**src/shared/sarcc_pkg.sv**
```systemverilog
// Package for the converter conversion-control block.
// Assumes a single 125 MHz clock and an active-low asynchronous reset.
package sarcc_pkg;

	// Timing at 125 MHz
	localparam int CLK_PERIOD_NS = 8;
	localparam int ACQ_TIME_NS = 1000;
	localparam int ACQ_CYCLES = (ACQ_TIME_NS + CLK_PERIOD_NS - 1) /
		CLK_PERIOD_NS;
	localparam int CONV_TIME_NS = 8000;
	localparam int CONV_CYCLES = CONV_TIME_NS / CLK_PERIOD_NS;
	localparam int CNT_W = 12;
	localparam int DATA_W = 16;

	// Reset values
	localparam logic [CNT_W-1:0] CNT_RESET = 12'h000;
	localparam logic [DATA_W-1:0] DATA_RESET = 16'h0000;

	typedef enum logic [1:0] {
		SARCC_ACQ = 2'b00,
		SARCC_WAIT_EDGE = 2'b01,
		SARCC_CONV = 2'b10,
		SARCC_POWER_DOWN = 2'b11
	} sarcc_state_e;

	// Host-side control pins, asynchronous until synchronised in sarcc_control
	typedef struct packed {
		logic chip_select_n;
		logic read_n;
		logic reset_request;
		logic power_down_request;
		logic conversion_start_n;
	} sarcc_pins_s;

	// Idle host levels; any other reset value would fake a request
	localparam sarcc_pins_s PINS_IDLE = '{
		chip_select_n: 1'b1,
		read_n: 1'b1,
		reset_request: 1'b0,
		power_down_request: 1'b0,
		conversion_start_n: 1'b1
	};

endpackage

```
**src/rtl/sarcc_control.sv**
```systemverilog
// Conversion control of a 16-bit successive-approximation converter.
// Assumes host pins are asynchronous; the digital result is supplied
// by the analog core on sar_result when conversion is done.
//
// Overview of operation
// - Output bus is enabled only while select and read are both low.
// - An external serial clock is ignored unless chip select is low.
// - A high reset input returns the sequencer to acquisition and aborts any conversion; shift_data keeps its value.
// - With power-down high, a running conversion ends, then none starts.
// - Start high at the end of acquisition waits for its falling edge.
// - Start already low at the end of acquisition converts at once.
// - Busy rises at conversion start and falls once the result is latched.
`timescale 1ns/1ps
`default_nettype none

module sarcc_control #(
	parameter int ACQ_CNT = sarcc_pkg::ACQ_CYCLES,
	parameter int CONV_CNT = sarcc_pkg::CONV_CYCLES
) (
	input wire logic clk,
	input wire logic resetn,
	input wire sarcc_pkg::sarcc_pins_s pins,
	input wire logic ext_serial_clk,
	input wire logic [sarcc_pkg::DATA_W-1:0] sar_result,
	output logic busy,
	output logic hold,
	output logic low_power,
	output logic bus_enable,
	output logic serial_clk_gated,
	output logic [sarcc_pkg::DATA_W-1:0] shift_data
);
	import sarcc_pkg::*;

	////////////////////////////////////////////////////////////////////////
	// Two-stage synchronisers; stage one is read only by stage two
	sarcc_pins_s pin_s1;
	sarcc_pins_s pin_s2;
	logic sclk_s1;
	logic sclk_s2;
	logic start_prev;

	always_ff @(posedge clk or negedge resetn) begin
		if (!resetn) begin
			pin_s1 <= PINS_IDLE;
			pin_s2 <= PINS_IDLE;
			sclk_s1 <= 1'b0;
			sclk_s2 <= 1'b0;
			start_prev <= 1'b1;
		end else begin
			pin_s1 <= pins;
			pin_s2 <= pin_s1;
			sclk_s1 <= ext_serial_clk;
			sclk_s2 <= sclk_s1;
			start_prev <= pin_s2.conversion_start_n;
		end
	end

	logic start_fall;
	assign start_fall = start_prev && !pin_s2.conversion_start_n;

	////////////////////////////////////////////////////////////////////////
	// Conversion sequencer
	sarcc_state_e state;
	sarcc_state_e next_state;
	logic [CNT_W-1:0] cnt;
	logic [CNT_W-1:0] next_cnt;
	logic [DATA_W-1:0] next_shift_data;
	logic next_busy;

	always_comb begin
		next_state = state;
		next_cnt = cnt;
		next_shift_data = shift_data;
		next_busy = busy;
		if (pin_s2.reset_request) begin
			next_state = SARCC_ACQ;
			next_cnt = CNT_RESET;
			next_busy = 1'b0;
		end else begin
			case (state)
				SARCC_ACQ: begin
					if (pin_s2.power_down_request) begin
						next_state = SARCC_POWER_DOWN;
						next_cnt = CNT_RESET;
					end else if (cnt < CNT_W'(ACQ_CNT - 1)) begin
						next_cnt = cnt + 12'h001;
					end else if (!pin_s2.conversion_start_n) begin
						next_state = SARCC_CONV;
						next_cnt = CNT_RESET;
						next_busy = 1'b1;
					end else begin
						next_state = SARCC_WAIT_EDGE;
					end
				end
				SARCC_WAIT_EDGE: begin
					if (pin_s2.power_down_request) begin
						next_state = SARCC_POWER_DOWN;
						next_cnt = CNT_RESET;
					end else if (start_fall) begin
						next_state = SARCC_CONV;
						next_cnt = CNT_RESET;
						next_busy = 1'b1;
					end
				end
				SARCC_CONV: begin
					// Runs to the end even under power-down
					if (cnt < CNT_W'(CONV_CNT - 1)) begin
						next_cnt = cnt + 12'h001;
					end else begin
						next_shift_data = sar_result;
						next_busy = 1'b0;
						next_cnt = CNT_RESET;
						next_state = pin_s2.power_down_request ?
							SARCC_POWER_DOWN : SARCC_ACQ;
					end
				end
				SARCC_POWER_DOWN: begin
					// Fresh acquisition after wake, input may have drifted
					if (!pin_s2.power_down_request) begin
						next_state = SARCC_ACQ;
						next_cnt = CNT_RESET;
					end
				end
				default: begin
					next_state = SARCC_ACQ;
					next_cnt = CNT_RESET;
				end
			endcase
		end
	end

	always_ff @(posedge clk or negedge resetn) begin
		if (!resetn) begin
			state <= SARCC_ACQ;
			cnt <= CNT_RESET;
			shift_data <= DATA_RESET;
			busy <= 1'b0;
		end else begin
			state <= next_state;
			cnt <= next_cnt;
			shift_data <= next_shift_data;
			busy <= next_busy;
		end
	end

	////////////////////////////////////////////////////////////////////////
	// Output pins
	logic next_hold;
	logic next_low_power;
	logic next_bus_enable;
	logic next_sclk_gated;

	always_comb begin
		next_hold = (next_state == SARCC_CONV);
		next_low_power = (next_state == SARCC_POWER_DOWN);
		next_bus_enable = !pin_s2.chip_select_n && !pin_s2.read_n;
		next_sclk_gated = sclk_s2 && !pin_s2.chip_select_n;
	end

	always_ff @(posedge clk or negedge resetn) begin
		if (!resetn) begin
			hold <= 1'b0;
			low_power <= 1'b0;
			bus_enable <= 1'b0;
			serial_clk_gated <= 1'b0;
		end else begin
			hold <= next_hold;
			low_power <= next_low_power;
			bus_enable <= next_bus_enable;
			serial_clk_gated <= next_sclk_gated;
		end
	end

	////////////////////////////////////////////////////////////////////////
	// Checks
	bus_enable_gate_a: assert property (@(posedge clk)
		disable iff (!resetn)
		bus_enable |-> !$past(pin_s2.chip_select_n) && !$past(pin_s2.read_n))
		else $error("bus enabled without select and read");
	sclk_gate_a: assert property (@(posedge clk)
		disable iff (!resetn)
		$past(pin_s2.chip_select_n) |-> !serial_clk_gated)
		else $error("serial clock passed while deselected");
	reset_abort_a: assert property (@(posedge clk)
		disable iff (!resetn)
		pin_s2.reset_request |=> !busy && state == SARCC_ACQ)
		else $error("reset did not abort conversion");
	pd_no_start_a: assert property (@(posedge clk)
		disable iff (!resetn)
		state == SARCC_POWER_DOWN |=> !$rose(busy))
		else $error("conversion started in power-down");
	pd_finish_a: assert property (@(posedge clk)
		disable iff (!resetn)
		state == SARCC_CONV && pin_s2.power_down_request
		&& !pin_s2.reset_request && cnt != CNT_W'(CONV_CNT - 1) |=> busy)
		else $error("power-down cut a running conversion");
	low_power_idle_a: assert property (@(posedge clk)
		disable iff (!resetn)
		low_power |-> !busy && !hold)
		else $error("busy while in low power");
	wait_edge_a: assert property (@(posedge clk)
		disable iff (!resetn)
		state == SARCC_WAIT_EDGE && !start_fall |=> !busy)
		else $error("conversion without falling edge");
	edge_mode_a: assert property (@(posedge clk)
		disable iff (!resetn)
		state == SARCC_ACQ && cnt == CNT_W'(ACQ_CNT - 1)
		&& pin_s2.conversion_start_n && !pin_s2.reset_request
		&& !pin_s2.power_down_request |=> state == SARCC_WAIT_EDGE && !busy)
		else $error("start high did not wait for an edge");
	immediate_start_a: assert property (@(posedge clk)
		disable iff (!resetn)
		state == SARCC_ACQ && cnt == CNT_W'(ACQ_CNT - 1)
		&& !pin_s2.conversion_start_n && !pin_s2.reset_request
		&& !pin_s2.power_down_request |=> busy && hold)
		else $error("immediate start missed");
	busy_end_a: assert property (@(posedge clk)
		disable iff (!resetn)
		$fell(busy) && !$past(pin_s2.reset_request) |->
		shift_data == $past(sar_result))
		else $error("busy fell without latching result");
	hold_busy_a: assert property (@(posedge clk)
		disable iff (!resetn)
		hold == busy)
		else $error("hold and busy disagree");
	reset_return_a: assert property (@(posedge clk)
		disable iff (!resetn)
		$fell(pin_s2.reset_request) |-> !busy && state == SARCC_ACQ
		&& cnt == CNT_RESET)
		else $error("not in acquisition after reset");

endmodule

`default_nettype wire

```
**config.mk**
```make
export PLATFORM = sky130hd
export DESIGN_NAME = sarcc_control
export DESIGN_NICKNAME = d
export VERILOG_FILES = /design/src/shared/sarcc_pkg.sv /design/src/rtl/sarcc_control.sv
export SDC_FILE = /design/constraint.sdc
export NUM_CORES = 1
export LEC_CHECK = 0
export CORE_ASPECT_RATIO = 0.8
export CORE_UTILIZATION = 41
export CTS_CLUSTER_SIZE = 24
export DETAILED_ROUTE_END_ITERATION = 16
export DONT_BUFFER_PORTS = 1
export PLACE_DENSITY = 0.61
export RECOVER_POWER = 100
export SYNTH_ARGS = -nofsm -noshare
export SYNTH_HDL_FRONTEND = slang
export SYNTH_SLANG_ARGS = --single-unit
export TNS_END_PERCENT = 30
```
**constraint.sdc**
```tcl
create_clock -name clk -period 2.5 [get_ports clk]
set_input_delay 0 -clock clk [delete_from_list [all_inputs] [get_ports clk]]
set_output_delay 0 -clock clk [all_outputs]
set_load 0.01 [all_outputs]
```
---- Word-level counts from Yosys, hierarchy flattened ----
Index checks and enable logic that the tools add are counted.
word-level totals
  register bits after elaboration ......... 48
  output and inout port bits .............. 21
  word-level logic and storage cells ...... 78
operators by class
  add/sub/neg operators ................... 1
  $lt $le $gt $ge ......................... 2
  eq/ne operators ......................... 14
  muxes and demuxes ....................... 27
  bitwise operators ....................... 2
  reduce and logical (&&, ||, !) cells .... 11
operators with widths
  kind                                                                     number
  12-bit 2-to-1 mux                                                        8
  12-bit case mux with 4 select lines                                      1
  3-bit != test (second input constant)                                    7
  2-bit 2-to-1 mux                                                         9
  12-bit by 1-bit adder with 12-bit output (second input constant)         1
  12-bit by 10-bit < comparator with 1-bit output (second input constant)  1
  12-bit by 7-bit < comparator with 1-bit output (second input constant)   1
  2-bit == test (second input constant)                                    4
  2-bit case mux with 4 select lines                                       1
  1-bit 2-to-1 mux                                                         7
  7-bit AND reduction                                                      1
  3-bit AND reduction                                                      2
  5-bit != test (second input constant)                                    1
  4-bit != test (second input constant)                                    1
  4-bit nonzero test                                                       1
  1-bit logical AND                                                        3
  1-bit logical NOT                                                        3
  1-bit case mux with 3 select lines                                       1
  2-bit by 1-bit == test with 1-bit output (second input constant)         1
  2-bit logical NOT                                                        1
  1-bit inverter                                                           2

---- Longest topological paths before layout ----
Gate-level depths: netlist of run 1.
  depth in word-level cells ............... 7
  mapped depth ............................ 8

---- Worst setup path after synthesis of run 1 ----
OpenSTA, ideal clock, no wires.
  kind .................................... register to register
  start point ............................. reg cnt[10]
  end point ............................... reg hold
  setup time .............................. 0.072 ns
  data arrival time ....................... 1.995 ns
  data required time ...................... 2.428 ns
  slack ................................... 0.434 ns
  cell stages (with the launch flop) ...... 6
  buffers on the path ..................... 0
  cells stage by stage .................... dfrtp_1 or4_1 a211o_1 mux2_4 a221o_1 nor2_1
between the ends
  cells in the longest elaborated chain, start to end .. 6
  elaborated cells on any way between the ends .. 8
RTL lines
  element                                         RTL line              RTL
  start, declared                                 sarcc_control.sv:65   logic [CNT_W-1:0] cnt;
  start signal, assigned                          sarcc_control.sv:140  cnt <= next_cnt;
  12-bit by 7-bit < comparator with 1-bit output  sarcc_control.sv:85   end else if (cnt < CNT_W'(ACQ_CNT - 1)) begin
  2-bit 2-to-1 mux                                sarcc_control.sv:85
  2-bit 2-to-1 mux                                sarcc_control.sv:82   if (pin_s2.power_down_request) begin
  2-bit case mux with 4 select lines *            sarcc_control.sv:80   case (state)
  2-bit 2-to-1 mux *                              sarcc_control.sv:75   if (pin_s2.reset_request) begin
  2-bit == test *                                 sarcc_control.sv:154  next_hold = (next_state == SARCC_CONV);
  net next_hold                                   sarcc_control.sv:148  logic next_hold;
  end signal, assigned                            sarcc_control.sv:167  hold <= next_hold;
  end, declared                                   sarcc_control.sv:26   output logic hold,
The timed path passes the listed nets; every way through them passes the cells marked *.
A chain may end at the register's enable or synchronous reset.

---- Final worst setup path of run 1 ----
Same ends and word-level chain as after synthesis.

==> results, run 1 <==
- Across every metal layer, demand over resource in global routing totals 0.176.
- The region available for standard cell placement spans 4710 um^2.
- The delay of the slowest cell on the worst path is 0.55 ns.
- The highest attainable clock frequency is 436 MHz.
- The root buffer cell chosen for the clock tree is sky130_fd_sc_hd__clkbuf_8.
- The largest net degree at the start of global routing is 49.
- After detailed routing, the number of vias per cell comes to 5.70.
- The number of setup violations in the final report is 0.
- At the placement stage, the worst setup path has a slack of 0.262 ns.
- At the pin with the least slew margin, the transition time is 1.11 ns.
- The max-slew violation count is 0.
- The detailed router finished its first iteration with 110 violations.
- The clock arrives with 0.00478 ns of skew.
- For this block, the routed nets add up to 4.08 mm of wire.
- The slack of the critical path is 0.208 ns.
- The mean instance size in the synthesized netlist is 12.7 um^2.
- The worst path buffer plus inverter count is 0.
- The cell with the biggest individual delay on the critical path is sky130_fd_sc_hd__or4_1.
- The maximum buffer depth of the clock tree is 2.
- The via count of the first global-routing pass came to 1533.
- The worst setup path is launched from a register.
- The critical setup path kind is reg2reg.
- The post-layout instance area is 2500 um^2.
- The cell count after placement is 221.
- The number of levels the H-tree was split into is 2.
- The count of distinct cell types in the synthesized netlist is 39.
- For this block, the via count after detailed routing is 1442.
- The critical-path maximum fanout is 6.
- In the post-synthesis netlist, the biggest area contributors are sky130_fd_sc_hd__dfrtp_1, sky130_fd_sc_hd__dfstp_2, sky130_fd_sc_hd__mux2_1.
- The mapped netlist covers 2060 um^2.
- Port buffering added 0 buffers.
- The layout net count is 221.
- The pre-antenna-repair detailed-routing pass consisted of 4 iterations.
- The share of the Yosys chip area taken by registers is 0.588.
- The number of endpoints with negative hold slack in the final report is 0.
- Max-cap violations in this run came to 0.
- The signal on the critical path passes through or4_1, a211o_1, mux2_1, a221o_1, nor2_1.
- After layout, the design draws a total of 1.99 mW.
- In this run the cell area measured after placement is 2140 um^2.
- The synthesized design contains 48 register bits.
- After detailed routing, the average wire length per cell comes to 16.1 um.
- The TritonCTS buffer count is 5.
- Relative to the synthesized area, the layout overhead comes to 21.6%.
- The clock slew at the register clock pins of the worst setup and hold paths is 0.09 ns.
- The ratio of final minimum period to clock period is 0.917.
- Across the VDD grid, the largest voltage drop is 556 uV.
- Hold timing on the final database bottoms out at a slack of 0.243 ns.
- Setup total negative slack on the finished layout was measured at 0 ns.
- The wire-length estimate of the detail-placed layout is 2.72 mm.
- The first global-routing pass estimated 6.92 mm of wire.
- The die span in y is 65.4 um.
- The run finished with clean final reports.
- In this run the worst hold path is classified as in2reg.
- The remaining max-slew budget at the tightest pin is 0.258.
- The dominant synthesized flop cell is sky130_fd_sc_hd__dfrtp_1.
- The most frequent cell after synthesis is sky130_fd_sc_hd__dfrtp_1.
- The arrival time at the worst endpoint is 2.52 ns.
- 0 antenna diodes ended up in the layout.
- The width of the die is 81.2 um.
- The share of synthesized area in the top cell type comes to 0.499.
- For this run, the share of the core covered by cells in the final layout is 0.531.
- Setup repair after global routing left no endpoint under its margin.
- The floorplan step defined a die boundary enclosing 5310 um^2.
- The clock network latency to the later pin of the worst-skew pair is 0.29 ns.
- The worst register-to-register path has a setup slack of 0.21 ns.
- The sum of overflow across all layers after global routing is 0.
- The required time reported for the critical path endpoint is 2.73 ns.
- The row count is 22.
- The initial utilization of the core area, before any placement, comes to 0.437.
- The number of cells produced by synthesis is 162.
- Grouping stages by cell kind, the critical path spends the most delay in compound AO/OA/AOI/OAI gates.
- TritonCTS built the clock tree.
- The critical path capture point type is a register.
- Once detail routing completed, the nets flagged for antenna violations numbered 0.
- The share of final-layout standard cells stronger than drive strength 1 is 0.124.
- The count of flip-flops with a built-in enable after synthesis is 0.
- Excluding fillers, the count of instances in the completed layout stands at 253.
- The cell taking the most area after synthesis is sky130_fd_sc_hd__dfrtp_1.
- Counting flops with an async set or reset pin after synthesis yields a share of 1.00.
- For this run, the number of Yosys warnings is 0.
- Power spread over the standard cell area amounts to 795 nW/um^2.
- Sorting the synthesized cells by how often they occur yields sky130_fd_sc_hd__dfrtp_1, sky130_fd_sc_hd__mux2_1, sky130_fd_sc_hd__nor2b_1, sky130_fd_sc_hd__a22o_1, sky130_fd_sc_hd__inv_1.
- Counting every sink on the clock net gives 48.
- The worst path in the final design needs a cycle of 2.29 ns, including I/O delays and setup.
- The post-synthesis net count is 191.
- The analysis attributes to cell leakage a power of 1.20 nW.
- For this run, design rule violations remaining after detail routing come to 0.
- At the end of routability-driven placement, the weighted congestion stood at 0.792.
- The total I/O pin count is 45.
- The initial antenna violation count came to 0.
==> cell type report <==
class                   count  area (um^2)
clock inverters             3         68.8
multi-input cells         101          792
inverters                   9         33.8
clock buffers               5         68.8
fillers                   386         2210
flip-flops and latches     48         1210
repair buffers             27          253
well taps                  60         75.1
==> logic make-up after synthesis <==
group                      count (synthesis)  share of synthesized area
adders and majority gates                  5                     0.0304
buffers and inverters                     13                     0.0249
DFF                                       48                      0.588
muxes                                     19                      0.105
AOI/OAI and AO/OA                         44                      0.158
and+or+nand+nor                           33                     0.0931
==> layer usage <==
metal,share of wire,vias up,GRT usage,wire (um)
li1,-,651,-,-
met1,0.43,714,0.212,1760
met2,0.47,73,0.276,1910
met3,0.083,4,0.0708,339
met4,0.017,0,0.0804,71
met5,0,-,0,0
==> path summary, 6_finish.rpt <==
kind / from / to / cells after the start
min in group asynchronous: resetn / state[1]$_DFF_PN0_ / 2
min: pins[0] / pin_s1[0]$_DFF_PN1_ / 1
max reg2reg: cnt[10]$_DFFE_PN0P_ / hold$_DFF_PN0_ / 5
max in group asynchronous: resetn / shift_data[6]$_DFFE_PN0P_ / 2
max: cnt[10]$_DFFE_PN0P_ / hold$_DFF_PN0_ / 5
min reg2reg: pin_s1[2]$_DFF_PN0_ / pin_s2[2]$_DFF_PN0_ / 0
==> layout by cell type (no fill, tap or decap), types with 2 or more instances in the layout <==
cell type / count
sky130_fd_sc_hd__o21ai_0: 5
sky130_fd_sc_hd__a21oi_1: 8
sky130_fd_sc_hd__and3_1: 5
sky130_fd_sc_hd__nand2b_1: 2
sky130_fd_sc_hd__dfrtp_1: 41
sky130_fd_sc_hd__a22o_1: 9
sky130_fd_sc_hd__dlygate4sd3_1: 23
sky130_fd_sc_hd__inv_1: 9
sky130_fd_sc_hd__a41oi_1: 2
sky130_fd_sc_hd__clkbuf_2: 2
sky130_fd_sc_hd__a211oi_1: 2
sky130_fd_sc_hd__o21ai_1: 4
sky130_fd_sc_hd__nor2b_1: 10
sky130_fd_sc_hd__dfstp_1: 2
sky130_fd_sc_hd__nor2_1: 6
sky130_fd_sc_hd__o221a_2: 2
sky130_fd_sc_hd__a221o_1: 2
sky130_fd_sc_hd__mux2_1: 17
sky130_fd_sc_hd__bufinv_16: 2
sky130_fd_sc_hd__nand2_1: 2
sky130_fd_sc_hd__and4_1: 2
sky130_fd_sc_hd__dfstp_2: 5
sky130_fd_sc_hd__clkbuf_8: 5
sky130_fd_sc_hd__a31oi_1: 2
sky130_fd_sc_hd__ha_1: 5
==> repair_timing <==
| item | in CTS | in global routing |
|---|---|---|
| resized for setup | 0 | 0 |
| hold endpoints to repair | 70 | 0 |
| buffers inserted | 0 | 0 |
| hold buffers | 24 | 0 |
==> state kept, by name, summed over array words and instances, names as in the netlist <==
register          flops
shift_data           16
cnt                  12
pin_s1                5
pin_s2                5
state                 2
bus_enable            1
busy                  1
hold                  1
low_power             1
sclk_s1               1
sclk_s2               1
serial_clk_gated      1
start_prev            1
==> power breakdown <==
part / switching (mW) / internal, mW / leakage (nW)
sequential: 0.0600 / 0.837 / 0.625
combinational: 0.246 / 0.192 / 0.502
clock: 0.252 / 0.402 / 0.0687
No activity file was read; power rests on OpenSTA's default activity.
==> run 2: changes to the inputs <==
--- a/config.mk
+++ b/config.mk
@@ -5,6 +5,7 @@
 export SDC_FILE = /design/constraint.sdc
 export NUM_CORES = 1
 export LEC_CHECK = 0
+export ABC_AREA = 1
 export CORE_ASPECT_RATIO = 0.8
 export CORE_UTILIZATION = 41
 export CTS_CLUSTER_SIZE = 24
==> run 2 against run 1 <==
  * Design area up 7.1%
  * Via count grew 23%
  * First-iteration DRC count fell by 6.4%
  * Sequential power is 1% lower
  * Synthesized cell count increased by 68%
  * Largest power group unchanged
  * Wire length increased by 15%
  * Fmax rose by 28%
  * Clock skew increased by 0.0035 ns
==> results, run 2 <==
- The flow ran to the end, and the final reports show no timing, DRC or antenna violations.
- The largest register by flop count is shift_data.
- The total vias in the final route is 1772 (+23%).
- The clock network fraction of design power was 0.261 (-0.068).
- Setup repair after global routing left no endpoint under its margin.
- The register bit total from synthesis is 48 (unchanged).
- The highest attainable clock frequency is 558 MHz (+28%).
- The sequential share of power came to 0.474 (+0.023).
- The final cell utilization of the core came to 0.487 (-0.0439).
- The largest net degree at the start of global routing is 49 (unchanged).
- The multiplexer fraction of the synthesized cell area came to 0 (-0.105).
- The most frequent cell after synthesis is sky130_fd_sc_hd__nand2_1.
- Sorting the synthesized cells by how often they occur yields sky130_fd_sc_hd__nand2_1, sky130_fd_sc_hd__inv_1, sky130_fd_sc_hd__dfrtp_1, sky130_fd_sc_hd__nor2_1, sky130_fd_sc_hd__nand3_1.
- The net switching power figure is 649 uW (+16%).
- The number of buffers inserted by post-CTS setup repair is 0 (unchanged).
- The power density over cell area was 699 nW/um^2 (-12%).
- The sum of overflow across all layers after global routing is 0 (unchanged).
- The area growth from synthesis to layout is 13.3%.
- The number of buffers inserted by port buffering is 0 (unchanged).
- The path type of the worst min-delay path is in2reg.
- The clock sink count is 48 (unchanged).
- The count of distinct cell types in the synthesized netlist is 27 (-31%).
- The ratio of final minimum period to clock period is 0.717 (-0.200).
- The count of placed standard cells in the final layout, fillers left out was 378 (+49%).
- The cell depth of the worst flop-to-flop path is 9 (+4).
- The number of stages on the worst hold path is 1 (unchanged).
- The post-synthesis net count was 301 (+58%).
- The worst setup path is launched from a register.
- The via count of the first global-routing pass is 1795 (+17%).
- The number of setup violations in the final report came to 0 (unchanged).
- The cell-internal power is 1.22 mW (-15%).
- The initial standard-cell utilization of the core is 0.430 (-0.00667).
- The overall die area is 6080 um^2 (+15%).
- The cell count after placement is 346 (+57%).
- The detailed-router iteration count before antenna repair is 5 (+1).
- The library cell used most frequently in the layout, excluding fill and tap cells, is sky130_fd_sc_hd__nand2_1.
- The mean instance size in the synthesized netlist is 8.69 um^2 (-32%).
- The detailed-route vias per instance is 4.69 (-18%).
- The area of placed instances came to 2410 um^2 (+13%).
- The number of warnings printed during yosys synthesis is 0 (unchanged).
- The portion of the post-synthesis area used by sequential elements is 0.512 (-0.0766).
- STA classifies the critical path endpoint as a register.
- The remaining max-slew budget at the tightest pin came to 0.229 (-0.0291).
- The layout net count is 328 (+48%).
- The combinational fraction of design power is 0.264 (+0.044).
- The detailed placement HPWL was 3.12 mm (+15%).
- The post-detailed-route wirelength per cell is 12.5 um (-23%).
- The area share of the leading cell type in the synthesized netlist was 0.434 (-0.0649).
- The startpoint of the worst hold path is pins[4].
- The worst min-delay path endpoint is pin_s1[4]$_DFF_PN1_.
- The tightest hold margin is 0.242 ns (-0.00123 ns).
- The total I/O pin count is 45 (unchanged).
- The reported leakage power is 1.35 nW (+13%).
- The capturing point of the worst reg2reg path is cnt[0]$_DFFE_PN0P_.
- The total negative slack for setup checks came to 0 ns (unchanged).
- The synthesized-area fraction occupied by xor and xnor cells is 0.00370 (+0.00370).
- The required time reported for the critical path endpoint is 2.74 ns (about the same).
- The share of total power consumed by net switching is 0.347 (+0.0662).
- The synthesized-area fraction occupied by adder cells is 0.0265 (-0.00396).
- The number of levels the H-tree was split into was 2 (unchanged).
- The root buffer cell is sky130_fd_sc_hd__clkbuf_8.
- The combined global-route utilization of all metal layers is 0.174 (-0.00214).
- For this run, the leading register cell type out of synthesis is sky130_fd_sc_hd__dfrtp_1.
- The largest registers in the layout are shift_data (16), cnt (12).
- The max-slew violation count is 0 (unchanged).
- The aggregate routed wire length is 4.71 mm (+15%).
- The wire length of the first global-routing pass is 8.11 mm (+17%).
- The slack of the worst reg-to-reg path is 0.71 ns (+0.50 ns).
- The die span in y is 69.9 um (+7.0%).
- The share of final-layout standard cells stronger than drive strength 1 is 0.103 (-0.0210).
- sky130_fd_sc_hd__dfrtp_1 takes more of the synthesized area than any other cell.
- The fraction of met1 tracks used by global routing is 0.235 (+0.0228).
- The TritonCTS buffer count came to 5 (unchanged).
- The CTS tree is done.
- The row count was 24 (+9.1%).
- The initial detailed-routing violation count is 103 (-6.4%).
- The core box area was 5500 um^2 (+17%).
- The last weighted congestion value of the routability-driven placer is 0.978 (+23%).
- The post-synthesis cell area came to 2360 um^2 (+15%).
- The max-capacitance violation count is 0 (unchanged).
- The pin slew with the least headroom to its limit came to 1.16 ns (+0.0437 ns).
- The async set or reset register ratio after synthesis was 1.00 (unchanged).
- The worst register-to-register path begins at state[1]$_DFF_PN0_.
- The maximum buffer depth of the clock tree is 2 (unchanged).
- Leaving out fill and tap cells, the most frequent cells in the layout are sky130_fd_sc_hd__nand2_1, sky130_fd_sc_hd__inv_1, sky130_fd_sc_hd__dfrtp_1, sky130_fd_sc_hd__nor2_1, sky130_fd_sc_hd__dlygate4sd3_1.
- The number of cells produced by synthesis was 272 (+68%).
- The remaining routing DRC violations is 0 (unchanged).
- The met3 track utilization from global routing is 0.0508 (-0.0200).
- The time the final worst path needs with I/O delays and setup is 1.79 ns (-0.500 ns).
- The number of flip-flops under the largest register name is 16 (unchanged).
- The number of antenna-violating nets in the routed design came to 0 (unchanged).
- The clock slew at the register clock pins of the worst setup and hold paths is 0.09 ns (about the same).
- The arrival time at the worst endpoint is 2.04 ns (-0.48 ns).
- The final clock skew is 0.00833 ns (+0.00354 ns).
- The maximum VDD drop is 352 uV (-37%).
- By area, the combinational part of the netlist is dominated by simple AND/OR/NAND/NOR gates.
- The critical-path maximum fanout is 9 (+3).
- The clock network latency to the later pin of the worst-skew pair is 0.30 ns (about the same).
- The count of flip-flops with a built-in enable after synthesis is 0 (unchanged).
- The number of endpoints with negative hold slack in the final report is 0 (unchanged).
- The met2 track utilization from global routing is 0.266 (-0.0103).
- The initial antenna violation count was 0 (unchanged).
- The number of antenna cells inserted came to 0 (unchanged).
- The compound-cell area share of the yosys netlist is 0.0804 (-0.0777).
- The width of the die is 86.9 um (+7.0%).
- The layer with the highest usage after global routing is met2.
- The post-layout instance area was 2680 um^2 (+7.1%).
- The synthesized-area fraction occupied by and/or/nand/nor cells is 0.281 (+0.188).
- The critical setup path kind is reg2reg.
- By area the synthesized netlist is led by sky130_fd_sc_hd__dfrtp_1, sky130_fd_sc_hd__nand2_1, sky130_fd_sc_hd__dfstp_2.
==> run 2: changes by cell type in the layout (fill, tap and decap cells not counted), sizes merged, moves of 4 or more <==
cell and change:
a21oi -4, a22o -9, and3 -5, inv +38
mux2 -18, nand2 +75, nand3 +19, nand4 +5
nor2 +24, nor2b -10, o21ai +13
==> run 2: layout make-up <==
class,instances,area (um^2)
Clock buffer,7,86.3
Timing Repair Buffer,24,235
Fill cell,540,2820
Inverter,48,180
Clock inverter,1,8.76
Sequential cell,48,1210
Tap cell,78,97.6
Multi-Input combinational cell,172,861
==> run 2: timing repair <==
| action | CTS | global route |
|---|---|---|
| hold endpoints to repair | 70 | 0 |
| resized for setup | 0 | 0 |
| hold buffers | 24 | 0 |
==> run 2: cells by family (layout without fill, tap and decap cells) <==
family | count (synthesis) | count (layout)
AO/OA/AOI/OAI | 29 | 29
XOR/XNOR | 1 | 1
adder cells (fa/ha/maj) | 5 | 5
buffers and inverters | 52 | 80
flip-flops | 48 | 48
AND/OR/NAND/NOR | 137 | 137
==> run 2: how the worst max path moves through the flow <==
stage                                  start                         to
after detailed placement  cnt[0]$_DFFE_PN0P_  shift_data[7]$_DFFE_PN0P_
after floorplan           state[0]$_DFF_PN0_        low_power$_DFF_PN0_
after CTS                 cnt[0]$_DFFE_PN0P_  shift_data[7]$_DFFE_PN0P_
final                     state[1]$_DFF_PN0_         cnt[0]$_DFFE_PN0P_
after global routing      state[1]$_DFF_PN0_         cnt[0]$_DFFE_PN0P_
after global placement    cnt[0]$_DFFE_PN0P_  shift_data[7]$_DFFE_PN0P_
==> run 2: layer usage <==
layer | vias up | wire length, um
met3 | 6 | 373
met2 | 76 | 2010
li1 | 890 | -
met4 | 0 | 70
met1 | 800 | 2260
met5 | - | 0
==> run 2: metrics by stage <==
step	power (mW)	setup slack [ns]
after floorplan	1.30	1.01
after global placement	1.37	0.826
after detailed placement	1.37	0.812
after CTS	1.91	0.785
after global routing	2.00	0.494
final	1.87	0.708
==> run 2: critical path: stages (launching register included) <==
cell	delay, ns
sky130_fd_sc_hd__dfrtp_1	0.42
sky130_fd_sc_hd__inv_1	0.11
sky130_fd_sc_hd__ha_1	0.24
sky130_fd_sc_hd__nand2_1	0.13
sky130_fd_sc_hd__o21ai_0	0.08
sky130_fd_sc_hd__inv_1	0.24
sky130_fd_sc_hd__nand2_1	0.21
sky130_fd_sc_hd__nor2_1	0.18
sky130_fd_sc_hd__nand2_1	0.06
sky130_fd_sc_hd__nand2_1	0.06
==> run 2: power groups by stage <==
stage	clock, mW	sequential (mW)	combinational, mW
after floorplan	0	0.892	0.404
after global placement	0	0.899	0.468
after detailed placement	0	0.903	0.471
after CTS	0.504	0.888	0.522
after global routing	0.537	0.895	0.565
final	0.489	0.888	0.494
